<file path="config.mk">
export PLATFORM = sky130hd
export DESIGN_NAME = oss_ctrl
export DESIGN_NICKNAME = d
export VERILOG_FILES = /design/src/oss_pkg.sv /design/src/oss_ctrl.sv /design/src/oss_flash_cycle.sv
export VERILOG_INCLUDE_DIRS = /design/src
export SDC_FILE = /design/constraint.sdc
export NUM_CORES = 1
export LEC_CHECK = 0
export ABC_AREA = 0
export ABC_CLOCK_PERIOD_IN_PS = 3040
export CAP_MARGIN = 20
export CORE_MARGIN = 8
export CORE_UTILIZATION = 63
export CTS_BUF_LIST = sky130_fd_sc_hd__clkbuf_4 sky130_fd_sc_hd__clkbuf_8
export CTS_CLUSTER_DIAMETER = 30
export CTS_CLUSTER_SIZE = 16
export DETAILED_ROUTE_END_ITERATION = 12
export DONT_BUFFER_PORTS = 1
export GPL_TIMING_DRIVEN = 0
export PLACE_DENSITY = 0.81
export SLEW_MARGIN = 20
export SYNTH_ARGS = -nofsm -noshare
export SYNTH_HDL_FRONTEND = slang
export SYNTH_SLANG_ARGS = --single-unit
</file>
<file path="constraint.sdc">
create_clock -name pclk -period 3.04 [get_ports pclk]
set_input_delay 0.152 -clock pclk [delete_from_list [all_inputs] [get_ports pclk]]
set_output_delay 0.152 -clock pclk [all_outputs]
set_load 0.1 [all_outputs]
</file>
<file path="src/oss_cfg.svh">
`ifndef OSS_CFG_SVH
`define OSS_CFG_SVH

// ----------------------------------------------------------------
// clock and flash strobe timing
// ----------------------------------------------------------------
`define OSS_CLK_NS          10
`define OSS_T_WP_NS         30
`define OSS_T_WPH_NS        30
`define OSS_T_ACC_NS        80
`define OSS_SYNC_STAGES     2
// least time in whole cycles, never below one
`define OSS_CYC(ns)         ((((ns) + `OSS_CLK_NS - 1) / `OSS_CLK_NS) < 1 ? 1 : \
                             (((ns) + `OSS_CLK_NS - 1) / `OSS_CLK_NS))

// ----------------------------------------------------------------
// register offsets (byte addresses on the apb side)
// ----------------------------------------------------------------
`define OSS_REG_CTRL        8'h00
`define OSS_REG_ADDR        8'h04
`define OSS_REG_WDATA       8'h08
`define OSS_REG_RDATA       8'h0c
`define OSS_REG_STATUS      8'h10
`define OSS_REG_SECTOR      8'h14

// ----------------------------------------------------------------
// field positions and codes
// ----------------------------------------------------------------
`define OSS_CTRL_OP_LSB     0
`define OSS_CTRL_KIND_LSB   4
`define OSS_CTRL_LEGACY_BIT 8
`define OSS_STAT_ERR_BIT    1
`define OSS_KIND_IDQ        3'h1
`define OSS_PASSWORD_WORDS  4
`define OSS_ID_ENTRY_OFS    16'h0055
`define OSS_ID_ENTRY_CMD    16'h0098
`define OSS_EXIT_OFS        16'h0000
`define OSS_EXIT_CMD        16'h00f0

`endif

</file>
<file path="src/oss_pkg.sv">
package oss_pkg;

	// controller sequencing states
	typedef enum logic [2:0] {
		OSS_C_IDLE = 3'b001,
		OSS_C_WR   = 3'b010,
		OSS_C_RD   = 3'b100
	} oss_ctl_st_t;

	// flash pin cycle states
	typedef enum logic [3:0] {
		OSS_B_IDLE = 4'b0001,
		OSS_B_WLO  = 4'b0010,
		OSS_B_WHI  = 4'b0100,
		OSS_B_RLO  = 4'b1000
	} oss_bus_st_t;

	// overlay the device currently shows; bit index is the kind code
	typedef enum logic [7:0] {
		OSS_OV_READ     = 8'h01,
		OSS_OV_IDQ      = 8'h02,
		OSS_OV_SECURE   = 8'h04,
		OSS_OV_LOCKREG  = 8'h08,
		OSS_OV_PASSWORD = 8'h10,
		OSS_OV_PPB      = 8'h20,
		OSS_OV_PPBLOCK  = 8'h40,
		OSS_OV_DYB      = 8'h80
	} oss_ovl_t;

	typedef enum logic [2:0] {
		OSS_OP_READ   = 3'h0,
		OSS_OP_WRITE  = 3'h1,
		OSS_OP_ENTER  = 3'h2,
		OSS_OP_EXIT   = 3'h3,
		OSS_OP_STATUS = 3'h4
	} oss_op_t;

	function automatic oss_ovl_t oss_kind_to_ovl(input logic [2:0] kind);
		return oss_ovl_t'(8'h01 << kind);
	endfunction

endpackage

</file>
<file path="src/oss_ctrl.sv">
// Chosen here: the APB register port and the placing of the registers.
`timescale 1ns/1ps
`default_nettype none
`include "oss_cfg.svh"

// Overview of operation
// - other sectors read undefined in identification overlay; host exits and re-enters
// - host enters identification overlay writing 0x0098 at 0x55, leaves with 0x00F0 at 0
// - after the status read command the host reads status before any other command
// - secure region entered from read mode; its reads use the entry sector address
module oss_ctrl
	import oss_pkg::*;
#(
	parameter int ADDR_W = 24,
	parameter int SECT_W = 8,
	parameter int DATA_W = 16
) (
	input  wire logic              pclk,
	input  wire logic              presetn,
	input  wire logic [7:0]        paddr,
	input  wire logic              psel,
	input  wire logic              penable,
	input  wire logic              pwrite,
	input  wire logic [31:0]       pwdata,
	output logic      [31:0]       prdata,
	output logic                   pready,
	output logic                   pslverr,
	output logic      [ADDR_W-1:0] flash_addr,
	input  wire logic [DATA_W-1:0] flash_dq_in,
	output logic      [DATA_W-1:0] flash_dq_out,
	output logic                   flash_dq_oe,
	output logic                   flash_ce_n,
	output logic                   flash_we_n,
	output logic                   flash_oe_n
);

	localparam int OFS_W = ADDR_W - SECT_W;

	typedef struct packed {
		oss_ctl_st_t       state;
		oss_op_t           op;
		logic [2:0]        kind;
		logic              legacy;
		logic [ADDR_W-1:0] addr;
		logic [DATA_W-1:0] wdata;
		logic [DATA_W-1:0] rdata;
		oss_ovl_t          ovl;
		logic [SECT_W-1:0] sector;
		logic              err;
		logic              cyc_req;
		logic              cyc_rd;
		logic [ADDR_W-1:0] cyc_addr;
		logic [DATA_W-1:0] cyc_wdata;
		logic              pready;
		logic              pslverr;
		logic [31:0]       prdata;
	} oss_ctl_t;

	oss_ctl_t          q;
	oss_ctl_t          next_q;
	logic              cyc_done;
	logic [DATA_W-1:0] cyc_rdata;
	logic              apb_wr;

	function automatic logic [SECT_W-1:0] oss_sect(input logic [ADDR_W-1:0] a);
		return a[ADDR_W-1 -: SECT_W];
	endfunction

	// reads that the overlay leaves undefined are refused before they reach the pins
	function automatic logic oss_read_ok(input oss_ovl_t ov, input logic [ADDR_W-1:0] a,
	                                     input logic [SECT_W-1:0] s);
		logic r;
		r = 1'b1;
		case (ov)
			OSS_OV_IDQ, OSS_OV_SECURE: r = (oss_sect(a) == s);
			OSS_OV_LOCKREG:            r = (a == '0);
			OSS_OV_PASSWORD:           r = (a < ADDR_W'(`OSS_PASSWORD_WORDS));
			default:                   r = 1'b1;
		endcase
		return r;
	endfunction

	assign apb_wr = psel && penable && q.pready && pwrite;

	// ----------------------------------------------------------------
	// register access and command sequencing
	// ----------------------------------------------------------------
	always_comb begin
		next_q         = q;
		next_q.cyc_req = 1'b0;
		next_q.pready  = 1'b0;
		next_q.pslverr = 1'b0;
		// one wait state keeps prdata and pready on flip-flops
		if (psel && penable && !q.pready) begin
			next_q.pready = 1'b1;
			next_q.prdata = '0;
			case (paddr)
				`OSS_REG_CTRL:   next_q.prdata = {23'h0, q.legacy, 1'b0, q.kind, 1'b0, q.op};
				`OSS_REG_ADDR:   next_q.prdata = 32'(q.addr);
				`OSS_REG_WDATA:  next_q.prdata = 32'(q.wdata);
				`OSS_REG_RDATA:  next_q.prdata = 32'(q.rdata);
				`OSS_REG_STATUS: next_q.prdata = {16'h0, q.ovl, 6'h0, q.err,
				                                  q.state != OSS_C_IDLE};
				`OSS_REG_SECTOR: next_q.prdata = 32'(q.sector);
				default:         next_q.pslverr = 1'b1;
			endcase
		end
		if (apb_wr) begin
			case (paddr)
				`OSS_REG_ADDR:   next_q.addr = pwdata[ADDR_W-1:0];
				`OSS_REG_WDATA:  next_q.wdata = pwdata[DATA_W-1:0];
				`OSS_REG_STATUS: if (pwdata[`OSS_STAT_ERR_BIT]) next_q.err = 1'b0;
				default:         ;
			endcase
		end
		unique case (q.state)
			OSS_C_IDLE: begin
				if (apb_wr && paddr == `OSS_REG_CTRL) begin
					next_q.op        = oss_op_t'(pwdata[`OSS_CTRL_OP_LSB +: 3]);
					next_q.kind      = pwdata[`OSS_CTRL_KIND_LSB +: 3];
					next_q.legacy    = pwdata[`OSS_CTRL_LEGACY_BIT];
					next_q.cyc_rd    = 1'b0;
					next_q.cyc_addr  = q.addr;
					next_q.cyc_wdata = q.wdata;
					next_q.cyc_req   = 1'b1;
					next_q.state     = OSS_C_WR;
					case (next_q.op)
						OSS_OP_READ: begin
							next_q.cyc_rd = 1'b1;
							next_q.state  = OSS_C_RD;
							if (!oss_read_ok(q.ovl, q.addr, q.sector)) begin
								next_q.cyc_req = 1'b0;
								next_q.state   = OSS_C_IDLE;
								next_q.err     = 1'b1;
							end
						end
						// raw word writes carry every overlay's program and unlock cycles
						OSS_OP_WRITE, OSS_OP_STATUS: ;
						OSS_OP_ENTER: begin
							// entries only from read mode; otherwise nothing is sent
							if (q.ovl != OSS_OV_READ ||
							    oss_kind_to_ovl(next_q.kind) == OSS_OV_READ) begin
								next_q.cyc_req = 1'b0;
								next_q.state   = OSS_C_IDLE;
								next_q.err     = 1'b1;
							end else if (next_q.kind == `OSS_KIND_IDQ) begin
								next_q.cyc_addr  = {oss_sect(q.addr),
								                    OFS_W'(`OSS_ID_ENTRY_OFS)};
								next_q.cyc_wdata = DATA_W'(`OSS_ID_ENTRY_CMD);
							end
						end
						OSS_OP_EXIT: begin
							// legacy exit sends the software-supplied code instead
							next_q.cyc_addr = ADDR_W'(`OSS_EXIT_OFS);
							if (!next_q.legacy) begin
								next_q.cyc_wdata = DATA_W'(`OSS_EXIT_CMD);
							end
						end
						default: begin
							next_q.cyc_req = 1'b0;
							next_q.state   = OSS_C_IDLE;
							next_q.err     = 1'b1;
						end
					endcase
				end
			end
			OSS_C_WR: begin
				// no command, reset included, is sent while a cycle is running
				if (apb_wr && paddr == `OSS_REG_CTRL) begin
					next_q.err = 1'b1;
				end
				if (cyc_done) begin
					next_q.state = OSS_C_IDLE;
					if (q.op == OSS_OP_STATUS) begin
						// status must be read before anything else is sent
						next_q.cyc_req = 1'b1;
						next_q.cyc_rd  = 1'b1;
						next_q.state   = OSS_C_RD;
					end else if (q.op == OSS_OP_ENTER) begin
						next_q.ovl    = oss_kind_to_ovl(q.kind);
						next_q.sector = oss_sect(q.cyc_addr);
					end else if (q.op == OSS_OP_EXIT) begin
						next_q.ovl = OSS_OV_READ;
					end
				end
			end
			OSS_C_RD: begin
				if (apb_wr && paddr == `OSS_REG_CTRL) begin
					next_q.err = 1'b1;
				end
				// the overlay map is untouched: the one-shot status overlay ends itself
				if (cyc_done) begin
					next_q.rdata = cyc_rdata;
					next_q.state = OSS_C_IDLE;
				end
			end
		endcase
	end

	always_ff @(posedge pclk or negedge presetn) begin
		if (!presetn) begin
			q <= '{state: OSS_C_IDLE, op: OSS_OP_READ, ovl: OSS_OV_READ, default: '0};
		end else begin
			q <= next_q;
		end
	end

	assign prdata  = q.prdata;
	assign pready  = q.pready;
	assign pslverr = q.pslverr;

	// ----------------------------------------------------------------
	// flash pin engine
	// ----------------------------------------------------------------
	oss_flash_cycle #(
		.ADDR_W (ADDR_W),
		.DATA_W (DATA_W)
	) u_cycle (
		.pclk         (pclk),
		.presetn      (presetn),
		.req          (q.cyc_req),
		.req_rd       (q.cyc_rd),
		.req_addr     (q.cyc_addr),
		.req_wdata    (q.cyc_wdata),
		.done         (cyc_done),
		.rdata        (cyc_rdata),
		.flash_addr   (flash_addr),
		.flash_dq_in  (flash_dq_in),
		.flash_dq_out (flash_dq_out),
		.flash_dq_oe  (flash_dq_oe),
		.flash_ce_n   (flash_ce_n),
		.flash_we_n   (flash_we_n),
		.flash_oe_n   (flash_oe_n)
	);
endmodule
`default_nettype wire

</file>
<file path="src/oss_flash_cycle.sv">
`timescale 1ns/1ps
`default_nettype none
`include "oss_cfg.svh"

module oss_flash_cycle
	import oss_pkg::*;
#(
	parameter int ADDR_W = 24,
	parameter int DATA_W = 16
) (
	input  wire logic              pclk,
	input  wire logic              presetn,
	input  wire logic              req,
	input  wire logic              req_rd,
	input  wire logic [ADDR_W-1:0] req_addr,
	input  wire logic [DATA_W-1:0] req_wdata,
	output logic                   done,
	output logic      [DATA_W-1:0] rdata,
	output logic      [ADDR_W-1:0] flash_addr,
	input  wire logic [DATA_W-1:0] flash_dq_in,
	output logic      [DATA_W-1:0] flash_dq_out,
	output logic                   flash_dq_oe,
	output logic                   flash_ce_n,
	output logic                   flash_we_n,
	output logic                   flash_oe_n
);

	localparam int WP_C  = `OSS_CYC(`OSS_T_WP_NS);
	localparam int WPH_C = `OSS_CYC(`OSS_T_WPH_NS);
	// sampled data lags the pins by the synchroniser plus one capture edge
	localparam int RD_C  = `OSS_CYC(`OSS_T_ACC_NS) + `OSS_SYNC_STAGES + 1;

	typedef struct packed {
		oss_bus_st_t       state;
		logic [7:0]        cnt;
		logic [ADDR_W-1:0] addr;
		logic [DATA_W-1:0] dout;
		logic              dq_oe;
		logic              ce_n;
		logic              we_n;
		logic              oe_n;
		logic              done;
		logic [DATA_W-1:0] rdata;
		logic [DATA_W-1:0] sync1;
		logic [DATA_W-1:0] sync2;
	} oss_cyc_t;

	oss_cyc_t q;
	oss_cyc_t next_q;

	// ----------------------------------------------------------------
	// pin sequencing
	// ----------------------------------------------------------------
	always_comb begin
		next_q       = q;
		next_q.done  = 1'b0;
		next_q.sync1 = flash_dq_in;
		next_q.sync2 = q.sync1;
		unique case (q.state)
			OSS_B_IDLE: begin
				if (req) begin
					next_q.addr = req_addr;
					next_q.ce_n = 1'b0;
					if (req_rd) begin
						next_q.oe_n  = 1'b0;
						next_q.cnt   = 8'(RD_C - 1);
						next_q.state = OSS_B_RLO;
					end else begin
						next_q.dout  = req_wdata;
						next_q.dq_oe = 1'b1;
						next_q.we_n  = 1'b0;
						next_q.cnt   = 8'(WP_C - 1);
						next_q.state = OSS_B_WLO;
					end
				end
			end
			OSS_B_WLO: begin
				if (q.cnt == 8'h00) begin
					next_q.we_n  = 1'b1;
					next_q.cnt   = 8'(WPH_C - 1);
					next_q.state = OSS_B_WHI;
				end else begin
					next_q.cnt = q.cnt - 8'h01;
				end
			end
			OSS_B_WHI: begin
				// a reset command is complete once this high time has passed
				if (q.cnt == 8'h00) begin
					next_q.ce_n  = 1'b1;
					next_q.dq_oe = 1'b0;
					next_q.done  = 1'b1;
					next_q.state = OSS_B_IDLE;
				end else begin
					next_q.cnt = q.cnt - 8'h01;
				end
			end
			OSS_B_RLO: begin
				// oe and ce rise after the read so a one-shot overlay is left
				if (q.cnt == 8'h00) begin
					next_q.rdata = q.sync2;
					next_q.oe_n  = 1'b1;
					next_q.ce_n  = 1'b1;
					next_q.done  = 1'b1;
					next_q.state = OSS_B_IDLE;
				end else begin
					next_q.cnt = q.cnt - 8'h01;
				end
			end
		endcase
	end

	always_ff @(posedge pclk or negedge presetn) begin
		if (!presetn) begin
			q <= '{state: OSS_B_IDLE, ce_n: 1'b1, we_n: 1'b1, oe_n: 1'b1, default: '0};
		end else begin
			q <= next_q;
		end
	end

	assign done         = q.done;
	assign rdata        = q.rdata;
	assign flash_addr   = q.addr;
	assign flash_dq_out = q.dout;
	assign flash_dq_oe  = q.dq_oe;
	assign flash_ce_n   = q.ce_n;
	assign flash_we_n   = q.we_n;
	assign flash_oe_n   = q.oe_n;
endmodule
`default_nettype wire

</file>
==> Word level (Yosys, flattened, before mapping) <==
Cells that the tools add are included.
{ "totals": {"ff_bits": 264, "input_bits": 61, "out_inout_bits": 78} }
{ "classes": {"addsub": 1, "magnitude_cmp": 1, "eq_ne": 40, "n_shift": 2, "n_mux": 53, "bitwise": 2, "n_reduce_logical": 39} }
{ "ops": {"columns": ["cell", "n"], "rows": [
  ["$pmux 24 s6", 1],
  ["$pmux 40 s2", 1],
  ["$mux 32", 2],
  ["$mux 56", 1],
  ["$mux 43", 1],
  ["$pmux 12 s3", 1],
  ["$mux 34", 1],
  ["$mux 8", 4],
  ["$reduce_and 4->1", 7],
  ["$eq 8x4->1 const B", 3],
  ["$eq 8x5->1 const B", 3],
  ["$logic_not 24->1", 1],
  ["$lt 24x3->1 const B", 1],
  ["$mux 18", 1],
  ["$pmux 3 s3", 2],
  ["$mux 17", 1],
  ["$eq 8x3->1 const B", 2],
  ["$logic_not 8->1", 2],
  ["$mux 16", 1],
  ["$shl 1x3->8 const A", 2],
  ["$eq 3x2->1 const B", 5],
  ["$reduce_and 2->1", 7],
  ["$mux 1", 13],
  ["$mux 12", 1],
  ["other kinds (33)", 74]
]} }

==> Longest topological paths before layout <==
Gate-level depths: netlist of run 1.
{ "depth": {"word_depth": 10, "mapped_depth": 8, "depth_no_buf": 7} }

==> Cells and area by module <==
From an unflattened synthesis of run 1, not the netlist that was laid out.
{ "unflattened": {"cells_unflattened": 902, "area_unflattened_um2": 11262.1} }
{ "modules_own_cells": {"columns": ["module", "n_inst", "cells_each", "area_per_inst_um2"], "rows": [
  ["oss_ctrl", 1, 600, 6939.2],
  ["oss_flash_cycle", 1, 302, 4322.9]
]} }

==> Worst setup path before layout of run 1 <==
No wires, ideal clock.
{ "synth_timing": {"kind": "register -> register", "from": "reg q (netlist bit pready)", "to": "reg q[49] (netlist bit)", "arrival_ns": 2.309, "t_required_ns": 2.919, "setup_slack_ns": 0.610, "path_stages_with_launch": 7, "path_cell_list": "dfrtp_1 -> and4_1 -> and4_1 -> nand3_1 -> clkbuf_1 -> clkbuf_1 -> a22o_1"} }
{ "synth_via": {"elab_chain_cells": 4} }
{ "synth_lines": {"columns": ["item", "line", "source"], "rows": [
  ["start: declaration", "oss_ctrl.sv:59", "oss_ctl_t q;"],
  ["start signal: assignment", "oss_ctrl.sv:204", "q <= next_q;"],
  ["$logic_and 1x1->1 (2 in a row)", "oss_ctrl.sv:83", "assign apb_wr = psel && penable && q.pready && pwrite;"],
  ["$logic_and 1x1->1 (no source line)", null, null],
  ["$reduce_and 2->1 (no source line)", null, null]
]} }
No other way between the ends.
A chain may end at the register's enable or synchronous reset.

==> Final worst setup path of run 1 <==
{ "layout_timing": {"from": "reg q (netlist bit pready)", "to": "reg q[60] (netlist bit)"} }
The elaborated chain is that of the path after synthesis.

==> impl_metrics.json, run 1 <==
{
  "status": "finished with violations",
  "violations": "negative hold slack",
  "clk-insertion-delay-late_ns": 0.55,
  "period_share_pct": 95.1,
  "finalNonFillerCells": 1291,
  "ys_seq_area_share_pct": 58.0,
  "netlist_area_mm2": 0.0111,
  "critPathMaxStageDelay_ns": 0.72,
  "grt_usage_pct": 24.1,
  "cpMaxStageDelayCell": "nor2_1",
  "grt_setup_unrepaired": "false",
  "clockRootBuffer": "clkbuf_8",
  "grt_pass1_wl_um": 41700,
  "setup_tns_ns": 0,
  "synthTopCellsByCount": "dfrtp_1, nand2_1, mux2_2",
  "tritoncts": "built",
  "clk_pin_slew_ns": 0.07,
  "period_needed_ns": 2.89,
  "yosys.area.top_type": "dfrtp_1",
  "core_area_mm2": 0.0172,
  "syn-instance-count": 930,
  "synth_most_common_cell": "dfrtp_1",
  "wire_per_inst_um": 20.3,
  "cts_made_buffers": 44,
  "drv_slew": 0,
  "routed_wl_um": 26200,
  "start_kind": "flip-flop",
  "hp-class": "in -> async",
  "pin_count": 139,
  "cts_hold_buffers": 47,
  "dpl.hpwl_um": 18100,
  "cellPowerDensity_mw_per_mm2": 579,
  "postRouteAntennaNets": 0,
  "grt_pass1_vias": 7630,
  "grt_max_degree": 257,
  "cp.required_ns": 3.53,
  "synth_seq_cells": 256,
  "cp_cell_sequence": "and4_1 -> nand4_1 -> nor2_1 -> and3_1 -> buf_2 -> a22o_1",
  "diodes": 0,
  "portBuffers": 0,
  "clockBufferDepth": 3,
  "async_reset_ff_share_pct": 100,
  "worst_pin_slew_ns": 0.908,
  "seq_area_mm2": 0.00641,
  "cp.arrival_ns": 3.38,
  "layout.nets": 1092,
  "skew_ns": 0.0188,
  "dieWidth_um": 148,
  "synth-edff-count": 0,
  "ys.flop_type": "dfrtp_1",
  "viasPerCell": 5.86,
  "postCtsSetupRepairBufs": 0,
  "rrSetupSlack_ns": 0.15,
  "setup-violations-final": 0,
  "drive_gt1_share_pct": 28.0,
  "fillerInstances": 1132,
  "crit_fanout": 10,
  "peakVddDrop_mv": 0.439,
  "drt_iter0_markers": 586,
  "synth.top_cell.area_share_pct": 56.6,
  "first_pass_iters": 6,
  "fp.dieH_um": 148,
  "power.leakage_uw": 0.00647,
  "multi_input_area_mm2": 0.00389,
  "die_area_mm2": 0.0220,
  "area_growth_syn_to_layout_pct": 16.8,
  "rr_worst_depth": 6,
  "antenna_found_initial": 0,
  "relSlewSlack_pct": 39.4,
  "dp.cells": 1162,
  "path_class": "reg -> reg",
  "fmax_ghz": 0.346,
  "timing.hold.ws_ns": -0.691,
  "gr-total-overflow": 0,
  "initial_core_util_pct": 64.1,
  "gp_congestion": 0.938,
  "finalHoldViolations": 256,
  "ctsHtreeMaxLevel": 2,
  "clock_sinks": 256,
  "postSynthAreaPerCell_um2": 11.9,
  "crit_start": "pready",
  "yosysUniqueCellTypes": 70,
  "cap_violations": 0,
  "synthTopCellsByArea": "dfrtp_1, mux2_2, nand2_1",
  "drt_drc_violations_left": 0,
  "r2r_start": "pready",
  "placement_rows": 48,
  "yosysWarningCount": 0,
  "rr_endpoint": "q[60]",
  "crit_path_end_kind": "flip-flop",
  "vias": 7566
}
## flip-flops by register name (all words and copies together) (netlist names)
signal                cells
pready                    1
pslverr                   1
q                       125
u_cycle.flash_dq_out     16
u_cycle.done              1
prdata                   24
u_cycle.q                28
u_cycle.flash_dq_oe       1
u_cycle.rdata            16
u_cycle.flash_we_n        1
u_cycle.flash_oe_n        1
u_cycle.flash_addr       24
u_cycle.next_q           16
u_cycle.flash_ce_n        1
## timing repair
item,CTS,global route
endpoints found under the setup margin,14,0
endpoints found under the hold margin,330,256
resized for setup,1,0
## critical path: cells and delay by family, from the launching register on
kind	cells	cell delay, ns
AND/OR/NAND/NOR	4	1.70
flip-flops	1	0.70
buffers and inverters	1	0.25
AO/OA/AOI/OAI	1	0.16
## layout by cell type, fill, tap and decap left out, types with 4 or more instances in the layout
cell type / synthesis / routed
dfrtp_1: 250 / 249
or4_1: 7 / 7
dlygate4sd3_1: 0 / 47
nand4_1: 5 / 5
o31ai_1: 5 / 5
mux2_4: 9 / 9
conb_1: 1 / 8
clkbuf_1: 27 / 27
nand3_1: 22 / 22
bufinv_16: 0 / 6
nor2_1: 39 / 39
nor3_1: 11 / 11
nor4_1: 10 / 10
clkbuf_4: 0 / 5
a22o_1: 26 / 26
buf_2: 9 / 9
inv_1: 10 / 10
nand2b_1: 10 / 10
or3_1: 6 / 6
dfstp_2: 6 / 6
a22oi_1: 6 / 6
xnor2_1: 14 / 14
o21ai_0: 34 / 34
mux4_2: 6 / 6
clkbuf_8: 0 / 50
nand2_1: 148 / 148
a21o_1: 10 / 10
clkinvlp_4: 0 / 7
xor2_1: 4 / 4
buf_4: 72 / 72
a222oi_1: 8 / 8
inv_6: 0 / 5
a21oi_1: 14 / 14
mux2_2: 94 / 94
## final cells by class
| type | instances | area share, % |
|---|---|---|
| tap | 225 | 2.18 |
| sequential | 256 | 49.7 |
| clock inverter | 27 | 2.72 |
| inverter | 10 | 0.291 |
| clock buffer | 55 | 5.62 |
| multi-input combinational | 557 | 30.1 |
| timing repair buffer | 47 | 3.64 |
| buffer | 114 | 5.74 |
## cells by family after synthesis
family / Yosys count / synth area share [%]
xor gates and xnor gates: 18 / 1.43
buffers and inverters: 124 / 7.04
AOI/OAI and AO/OA: 126 / 8.09
and+or+nand+nor: 293 / 13.1
other: 1 / 0.0339
DFF: 256 / 58.0
adders and majority gates: 1 / 0.113
muxes: 111 / 12.2
## power by group
group	total, uW	leakage, uW	switching, uW	internal (uW)
logic	300	0.00246	187	113
clock network	3690	0.000533	1530	2160
registers	3490	0.00348	36.0	3460
## worst max path at each step
stage,depth (start not counted),to,slack (ns)
floorplan,6,q[49],0.61
global placement,6,q[60],-0.03
detailed placement,6,q[62],-0.06
CTS,6,q[61],0.26
global route,6,q[61],0.07
finish,6,q[60],0.15
## metal layers
metal  track usage (%)  vias up  share of wire [%]
li1                  -     3416                  -
met1              31.6     3736                 41
met2              37.5      340                 47
met3              5.38       74                8.3
met4              11.4        0                3.8
met5                 0        -                  0
## per-stage QoR
step / cell area, um2 / setup slack (ns) / total power [uW] / hold slack (ns) / util, %
6_report: 12900 / 0.150 / 7480 / -0.691 / 74.9
5_1_grt: 12900 / 0.0691 / 7700 / -0.719 / 74.9
2_1_floorplan: 11100 / 0.610 / 3750 / -0.144 / -
3_3_place_gp: 11400 / -0.0329 / 3790 / -0.133 / 65.9
3_5_place_dp: 11400 / -0.0620 / 3800 / -0.133 / 65.9
4_1_cts: 12900 / 0.258 / 7530 / -0.720 / 74.9
Note: power is estimated with default switching activity, not from simulation.
==> run 2: changes to the inputs <==
- PLACE_DENSITY: 0.81 -> unset
- PLACE_DENSITY_LB_ADDON: unset -> 0.25
==> run 2 against run 1 <==
  * Design area fell by 0.84%
  * Non-clock buffer count is 3 lower
  * Core utilization down 0.63 points
  * Hold slack worse by 0.023 ns
  * Routed wire length decreased by 1.3%
  * The run still ends with negative hold slack left
  * Flip-flop and latch count is the same
  * Setup slack improved by 0.057 ns
  * Sequential power hardly changed
==> impl_metrics.json, run 2 (synthesis results as in run 1) <==
{
  "status": "finished with violations",
  "violations": "negative hold slack",
  "cpMaxStageDelayCell": "dfrtp_2",
  "hp-class": "in -> async",
  "antenna_found_initial": 0,
  "final_common_cell": "dfrtp_1",
  "power.switching_uw": 1690,
  "cellPowerDensity_mw_per_mm2": 561,
  "regMostFlops": "q",
  "cp.required_ns": 3.51,
  "fillerInstances": 1172,
  "grt_usage_pct": 23.7,
  "rr_worst_depth": 6,
  "timing.hold.ws_ns": -0.713,
  "clk_pin_slew_ns": 0.07,
  "skew_ns": 0.0365,
  "reg_top3": "q (125), u_cycle.q (28)",
  "crit_buf_inv": 1,
  "postRouteAntennaNets": 0,
  "finalNonFillerCells": 1288,
  "fmax_ghz": 0.353,
  "largest_register_ffs": 125,
  "rr_endpoint": "q[64]",
  "cts_hold_buffers": 44,
  "setup-violations-final": 0,
  "clock_sinks": 256,
  "routed_wl_um": 25900,
  "cts_made_buffers": 44,
  "first_pass_iters": 6,
  "start_kind": "flip-flop",
  "vias": 7543,
  "finalHoldViolations": 256,
  "clk-insertion-delay-late_ns": 0.56,
  "dp.cells": 1162,
  "r2r_start": "pready",
  "grt_pass1_vias": 7651,
  "drt_iter0_markers": 590,
  "ctsHtreeMaxLevel": 2,
  "peakVddDrop_mv": 0.442,
  "layout.nets": 1089,
  "grt_setup_unrepaired": "false",
  "drive_gt1_share_pct": 28.1,
  "tritoncts": "built",
  "path_depth": 6,
  "postCtsSetupRepairBufs": 0,
  "clkPwrFrac_pct": 47.3,
  "wire_per_inst_um": 20.1,
  "grt_max_degree": 257,
  "core_area_mm2": 0.0172,
  "gr-total-overflow": 0,
  "pwr-share-comb_pct": 4.1,
  "cp_top_family": "simple AND/OR/NAND/NOR gates",
  "grt_pass1_wl_um": 41100,
  "gp_congestion": 0.929,
  "drt_drc_violations_left": 0,
  "fp.dieH_um": 148,
  "dpl.hpwl_um": 18100,
  "viasPerCell": 5.86,
  "placement_rows": 48,
  "critPathMaxStageDelay_ns": 0.70,
  "period_needed_ns": 2.83,
  "final_cell_mix": "dfrtp_1, nand2_1, mux2_2, buf_4, clkbuf_8",
  "crit_start": "pready",
  "portBuffers": 0,
  "worst_pin_slew_ns": 0.916,
  "dieWidth_um": 148,
  "relSlewSlack_pct": 38.9,
  "clockRootBuffer": "clkbuf_8",
  "cp.arrival_ns": 3.30,
  "cp_cell_sequence": "and4_1 -> nand4_1 -> nor2_1 -> and3_1 -> buf_2 -> a22o_1",
  "cap_violations": 0,
  "area_growth_syn_to_layout_pct": 15.8,
  "rrSetupSlack_ns": 0.21,
  "pin_count": 139,
  "path_class": "reg -> reg",
  "die_area_mm2": 0.0220,
  "crit_path_end_kind": "flip-flop",
  "drv_slew": 0,
  "crit_fanout": 10,
  "power.leakage_uw": 0.00643,
  "period_share_pct": 93.2,
  "netSwitchingFraction_pct": 23.5,
  "initial_core_util_pct": 64.1,
  "clockBufferDepth": 3,
  "p_int_uw": 5490,
  "diodes": 0,
  "p_seq_share_pct": 48.6,
  "power_uw": 7180
}
run 2: changes by cell type in the layout (fill, tap and decap cells not counted):
| cell | delta |
|---|---|
| clkbuf_4 | +1 |
| clkbuf_8 | +1 |
| clkinv_4 | +1 |
| clkinv_2 | +5 |
| inv_6 | -2 |
| dlygate4sd3_1 | -3 |
| clkinvlp_4 | -2 |
| inv_8 | -1 |
| bufinv_16 | -3 |
run 2: metrics by stage:
stage	setup TNS, ns	util [%]	cell area (um2)	worst slack [ns]
2_1_floorplan	0	-	11100	0.610
3_3_place_gp	-0.0126	65.9	11400	-0.0126
3_5_place_dp	-0.0583	65.9	11400	-0.0203
4_1_cts	0	74.3	12800	0.256
5_1_grt	0	74.3	12800	0.122
6_report	0	74.3	12800	0.207
run 2: worst reg2reg max path, stage by stage, from the launching register on:
cell and delay (ns):
dfrtp_2 0.70, and4_1 0.41, nand4_1 0.23, nor2_1 0.67, and3_1 0.32, buf_2 0.25, a22o_1 0.17
run 2: worst max-delay path by stage:
stage               endpoint  slack [ns]
detailed placement     q[64]       -0.02
floorplan              q[49]        0.61
global route           q[60]        0.12
global placement       q[60]       -0.01
CTS                    q[60]        0.26
finish                 q[64]        0.21
run 2: cell type report:
| class | instances | area (um2) | share of cell area (%) |
|---|---|---|---|
| Clock buffer | 57 | 747 | 5.83 |
| Clock inverter | 25 | 251 | 1.96 |
| Sequential cell | 256 | 6410 | 50.1 |
| Multi-Input combinational cell | 557 | 3890 | 30.4 |
| Buffer | 114 | 741 | 5.79 |
| Inverter | 10 | 37.5 | 0.293 |
| Tap cell | 225 | 282 | 2.20 |
| Timing Repair Buffer | 44 | 440 | 3.44 |
run 2: timing repair:
action	in CTS	in global routing
endpoints found under the setup margin	10	0
endpoints found under the hold margin	330	256
gates resized for setup	1	0
run 2: metal layers:
layer  GRT usage [%]  routed length, um  part of all wire, %
met1            30.4              10600                   41
met2            37.3              12100                   47
met3            6.26               2370                  9.1
met4            10.5                862                  3.3
met5               0                  0                    0
run 2: power groups by stage:
stage                     sequential, uW  combinational [uW]  clock [uW]
after global routing                3490                 318        3620
after global placement              3550                 237           0
after detailed placement            3550                 239           0
after floorplan                     3550                 207           0
final                               3490                 295        3400
after CTS                           3490                 292        3460
==> run 3: changes to the inputs <==
- SLEW_MARGIN: 20 -> 40
- SYNTH_HIERARCHICAL: unset -> 1
==> run 3 against run 2 <==
  * Clock-buffer cell count fell by 3
  * The run still ends with negative hold slack left
  * Combinational power decreased by 36%
  * Largest cell class unchanged
  * Flip-flop and latch count unchanged
  * Total power down 2.5%
  * Global-route usage is 0.35 points higher
  * Hold slack improved by 0.010 ns
  * Register-to-register slack worse by 0.02 ns
  * Setup slack got worse by 0.020 ns
  * Highest routed layer unchanged
  * Clock power decreased by 1%
  * Design area increased by 1.7%
==> impl_metrics.json, run 3 <==
{
  "status": "finished with violations",
  "violations": "negative hold slack",
  "clockBufferDepth": 3,
  "layout.nets": 1062,
  "period_share_pct": 93.9,
  "ys.flop_type": "dfrtp_1",
  "clkPwrFrac_pct": 48.0,
  "worst_pin_slew_ns": 0.876,
  "r2r_start": "pready",
  "cp.arrival_ns": 3.33,
  "cap_violations": 0,
  "cpMaxStageDelayCell": "dfrtp_2",
  "finalNonFillerCells": 1264,
  "relSlewSlack_pct": 41.6,
  "largest_register_ffs": 125,
  "hp-class": "in -> async",
  "grt_usage_pct": 24.0,
  "fmax_ghz": 0.351,
  "cellPowerDensity_mw_per_mm2": 538,
  "routed_wl_um": 26500,
  "postCtsSetupRepairBufs": 0,
  "timing.hold.ws_ns": -0.703,
  "fp.dieH_um": 150,
  "path_class": "reg -> reg",
  "netSwitchingFraction_pct": 23.1,
  "netlist_area_mm2": 0.0113,
  "critPathMaxStageDelay_ns": 0.70,
  "dieWidth_um": 150,
  "placement_rows": 49,
  "rr_worst_depth": 6,
  "synth.top_cell.area_share_pct": 55.5,
  "cp.required_ns": 3.52,
  "finalHoldViolations": 256,
  "cts_hold_buffers": 46,
  "viasPerCell": 5.84,
  "synthTopCellsByCount": "dfrtp_1, mux2_2, buf_4",
  "wire_per_inst_um": 20.9,
  "crit_fanout": 10,
  "synth-edff-count": 0,
  "rrSetupSlack_ns": 0.19,
  "period_needed_ns": 2.85,
  "ys_seq_area_share_pct": 56.9,
  "power.switching_uw": 1620,
  "clockRootBuffer": "clkbuf_8",
  "reg_top3": "q (125), u_cycle/q (28)",
  "postSynthAreaPerCell_um2": 12.5,
  "skew_ns": 0.0221,
  "antenna_found_initial": 0,
  "vias": 7382,
  "area_growth_syn_to_layout_pct": 15.6,
  "clk-insertion-delay-late_ns": 0.56,
  "final_common_cell": "dfrtp_1",
  "crit_path_end_kind": "flip-flop",
  "p_seq_share_pct": 49.4,
  "final_cell_mix": "dfrtp_1, mux2_2, buf_4, nand2_1, clkbuf_8",
  "async_reset_ff_share_pct": 100,
  "fillerInstances": 1198,
  "first_pass_iters": 5,
  "p_int_uw": 5380,
  "yosysUniqueCellTypes": 75,
  "dpl.hpwl_um": 18200,
  "drt_drc_violations_left": 0,
  "grt_pass1_wl_um": 41900,
  "syn-instance-count": 902,
  "synthTopCellsByArea": "dfrtp_1, mux2_2, buf_4",
  "grt_pass1_vias": 7523,
  "grt_max_degree": 257,
  "peakVddDrop_mv": 0.386,
  "dp.cells": 1138,
  "pin_count": 139,
  "postRouteAntennaNets": 0,
  "tritoncts": "built",
  "drt_iter0_markers": 539,
  "pwr-share-comb_pct": 2.7,
  "drv_slew": 0,
  "synth_most_common_cell": "dfrtp_1",
  "gp_congestion": 0.932,
  "ctsHtreeMaxLevel": 2,
  "gr-total-overflow": 0,
  "power.leakage_uw": 0.00648,
  "post-place-ws_ns": 0.251,
  "cts_made_buffers": 43,
  "synth_seq_cells": 256,
  "yosys.area.top_type": "dfrtp_1",
  "ctsResizeCount": 0,
  "core_area_mm2": 0.0178,
  "regMostFlops": "q",
  "rr_endpoint": "q[43]",
  "die_area_mm2": 0.0224,
  "clk_pin_slew_ns": 0.07,
  "cp_cell_sequence": "nand4_1 -> nor4_4 -> nand2_2 -> nor3b_2 -> buf_4 -> a22o_1",
  "initial_core_util_pct": 63.3,
  "setup-violations-final": 0,
  "start_kind": "flip-flop",
  "drive_gt1_share_pct": 32.8,
  "timing.final.ws_setup_ns": 0.187,
  "yosysWarningCount": 6,
  "clock_sinks": 256,
  "diodes": 0,
  "grt_setup_unrepaired": "false",
  "portBuffers": 0
}
## run 3: cell types whose count changed after synthesis, moves of 8 or more
cell      change
o31ai_1       +8
nand2_1      -61
a221oi_1      +9
buf_4        +19
a222oi_1      -8
mux2i_1       +8
mux2_4        +8
## run 3: how the worst max path moves through the flow
stage,from,to,slack [ns]
4_1_cts,pready,q[43],0.20
5_1_grt,pready,q[43],0.11
3_3_place_gp,pready,q[43],-0.05
2_1_floorplan,pready,q[156],0.50
3_5_place_dp,pready,q[38],0.25
6_report,pready,q[43],0.19
## run 3: worst max-delay path, delay by kind of cell, from the launching register on
family / cells / cell delay [ns]
AO/OA/AOI/OAI: 1 / 0.15
flip-flops: 1 / 0.70
AND/OR/NAND/NOR: 4 / 1.62
buffers and inverters: 1 / 0.29
## run 3: power by group through the flow
stage | registers (uW) | clock network, uW | logic, uW
6_report | 3460 | 3360 | 188
3_3_place_gp | 3520 | 0 | 129
4_1_cts | 3460 | 3410 | 186
5_1_grt | 3460 | 3580 | 196
2_1_floorplan | 3520 | 0 | 115
3_5_place_dp | 3520 | 0 | 130
## run 3: layout make-up
type	count	area [um2]	area share, %
repair buffers	46	460	3.54
clock inverters	26	254	1.95
flip-flops and latches	256	6420	49.3
multi-input cells	514	3950	30.3
plain buffers	128	892	6.85
well taps	229	287	2.20
clock buffers	54	724	5.56
inverters	11	41.3	0.317
## run 3: layer usage
layer | vias to the layer above | track usage [%] | share of wire, %
met5 | - | 0 | 0
met4 | 0 | 9.15 | 2.6
met3 | 55 | 5.62 | 7.6
met2 | 279 | 36.7 | 47
met1 | 3709 | 33.1 | 43
li1 | 3339 | - | -
## run 3: metrics by stage
step / cell area, um2 / setup TNS [ns] / total power [uW] / utilization (%)
after detailed placement: 11600 / 0 / 3650 / 65.1
after floorplan: 11300 / 0 / 3630 / -
after CTS: 13000 / 0 / 7050 / 73.2
final: 13000 / 0 / 7000 / 73.2
after global placement: 11600 / -0.408 / 3650 / 65.1
after global routing: 13000 / 0 / 7230 / 73.2
## run 3: cells by family (layout without fill, tap and decap cells)
family | Yosys count | count (layout) | synth area share, %
mux | 134 | 134 | 14.5
buf+inv | 139 | 265 | 8.29
compound gates | 137 | 137 | 8.83
other cells | 1 | 8 | 0.0333
xor+xnor | 12 | 12 | 0.933
flops | 256 | 256 | 56.9
fa+ha+maj | 1 | 1 | 0.111
simple gates | 222 | 222 | 10.4
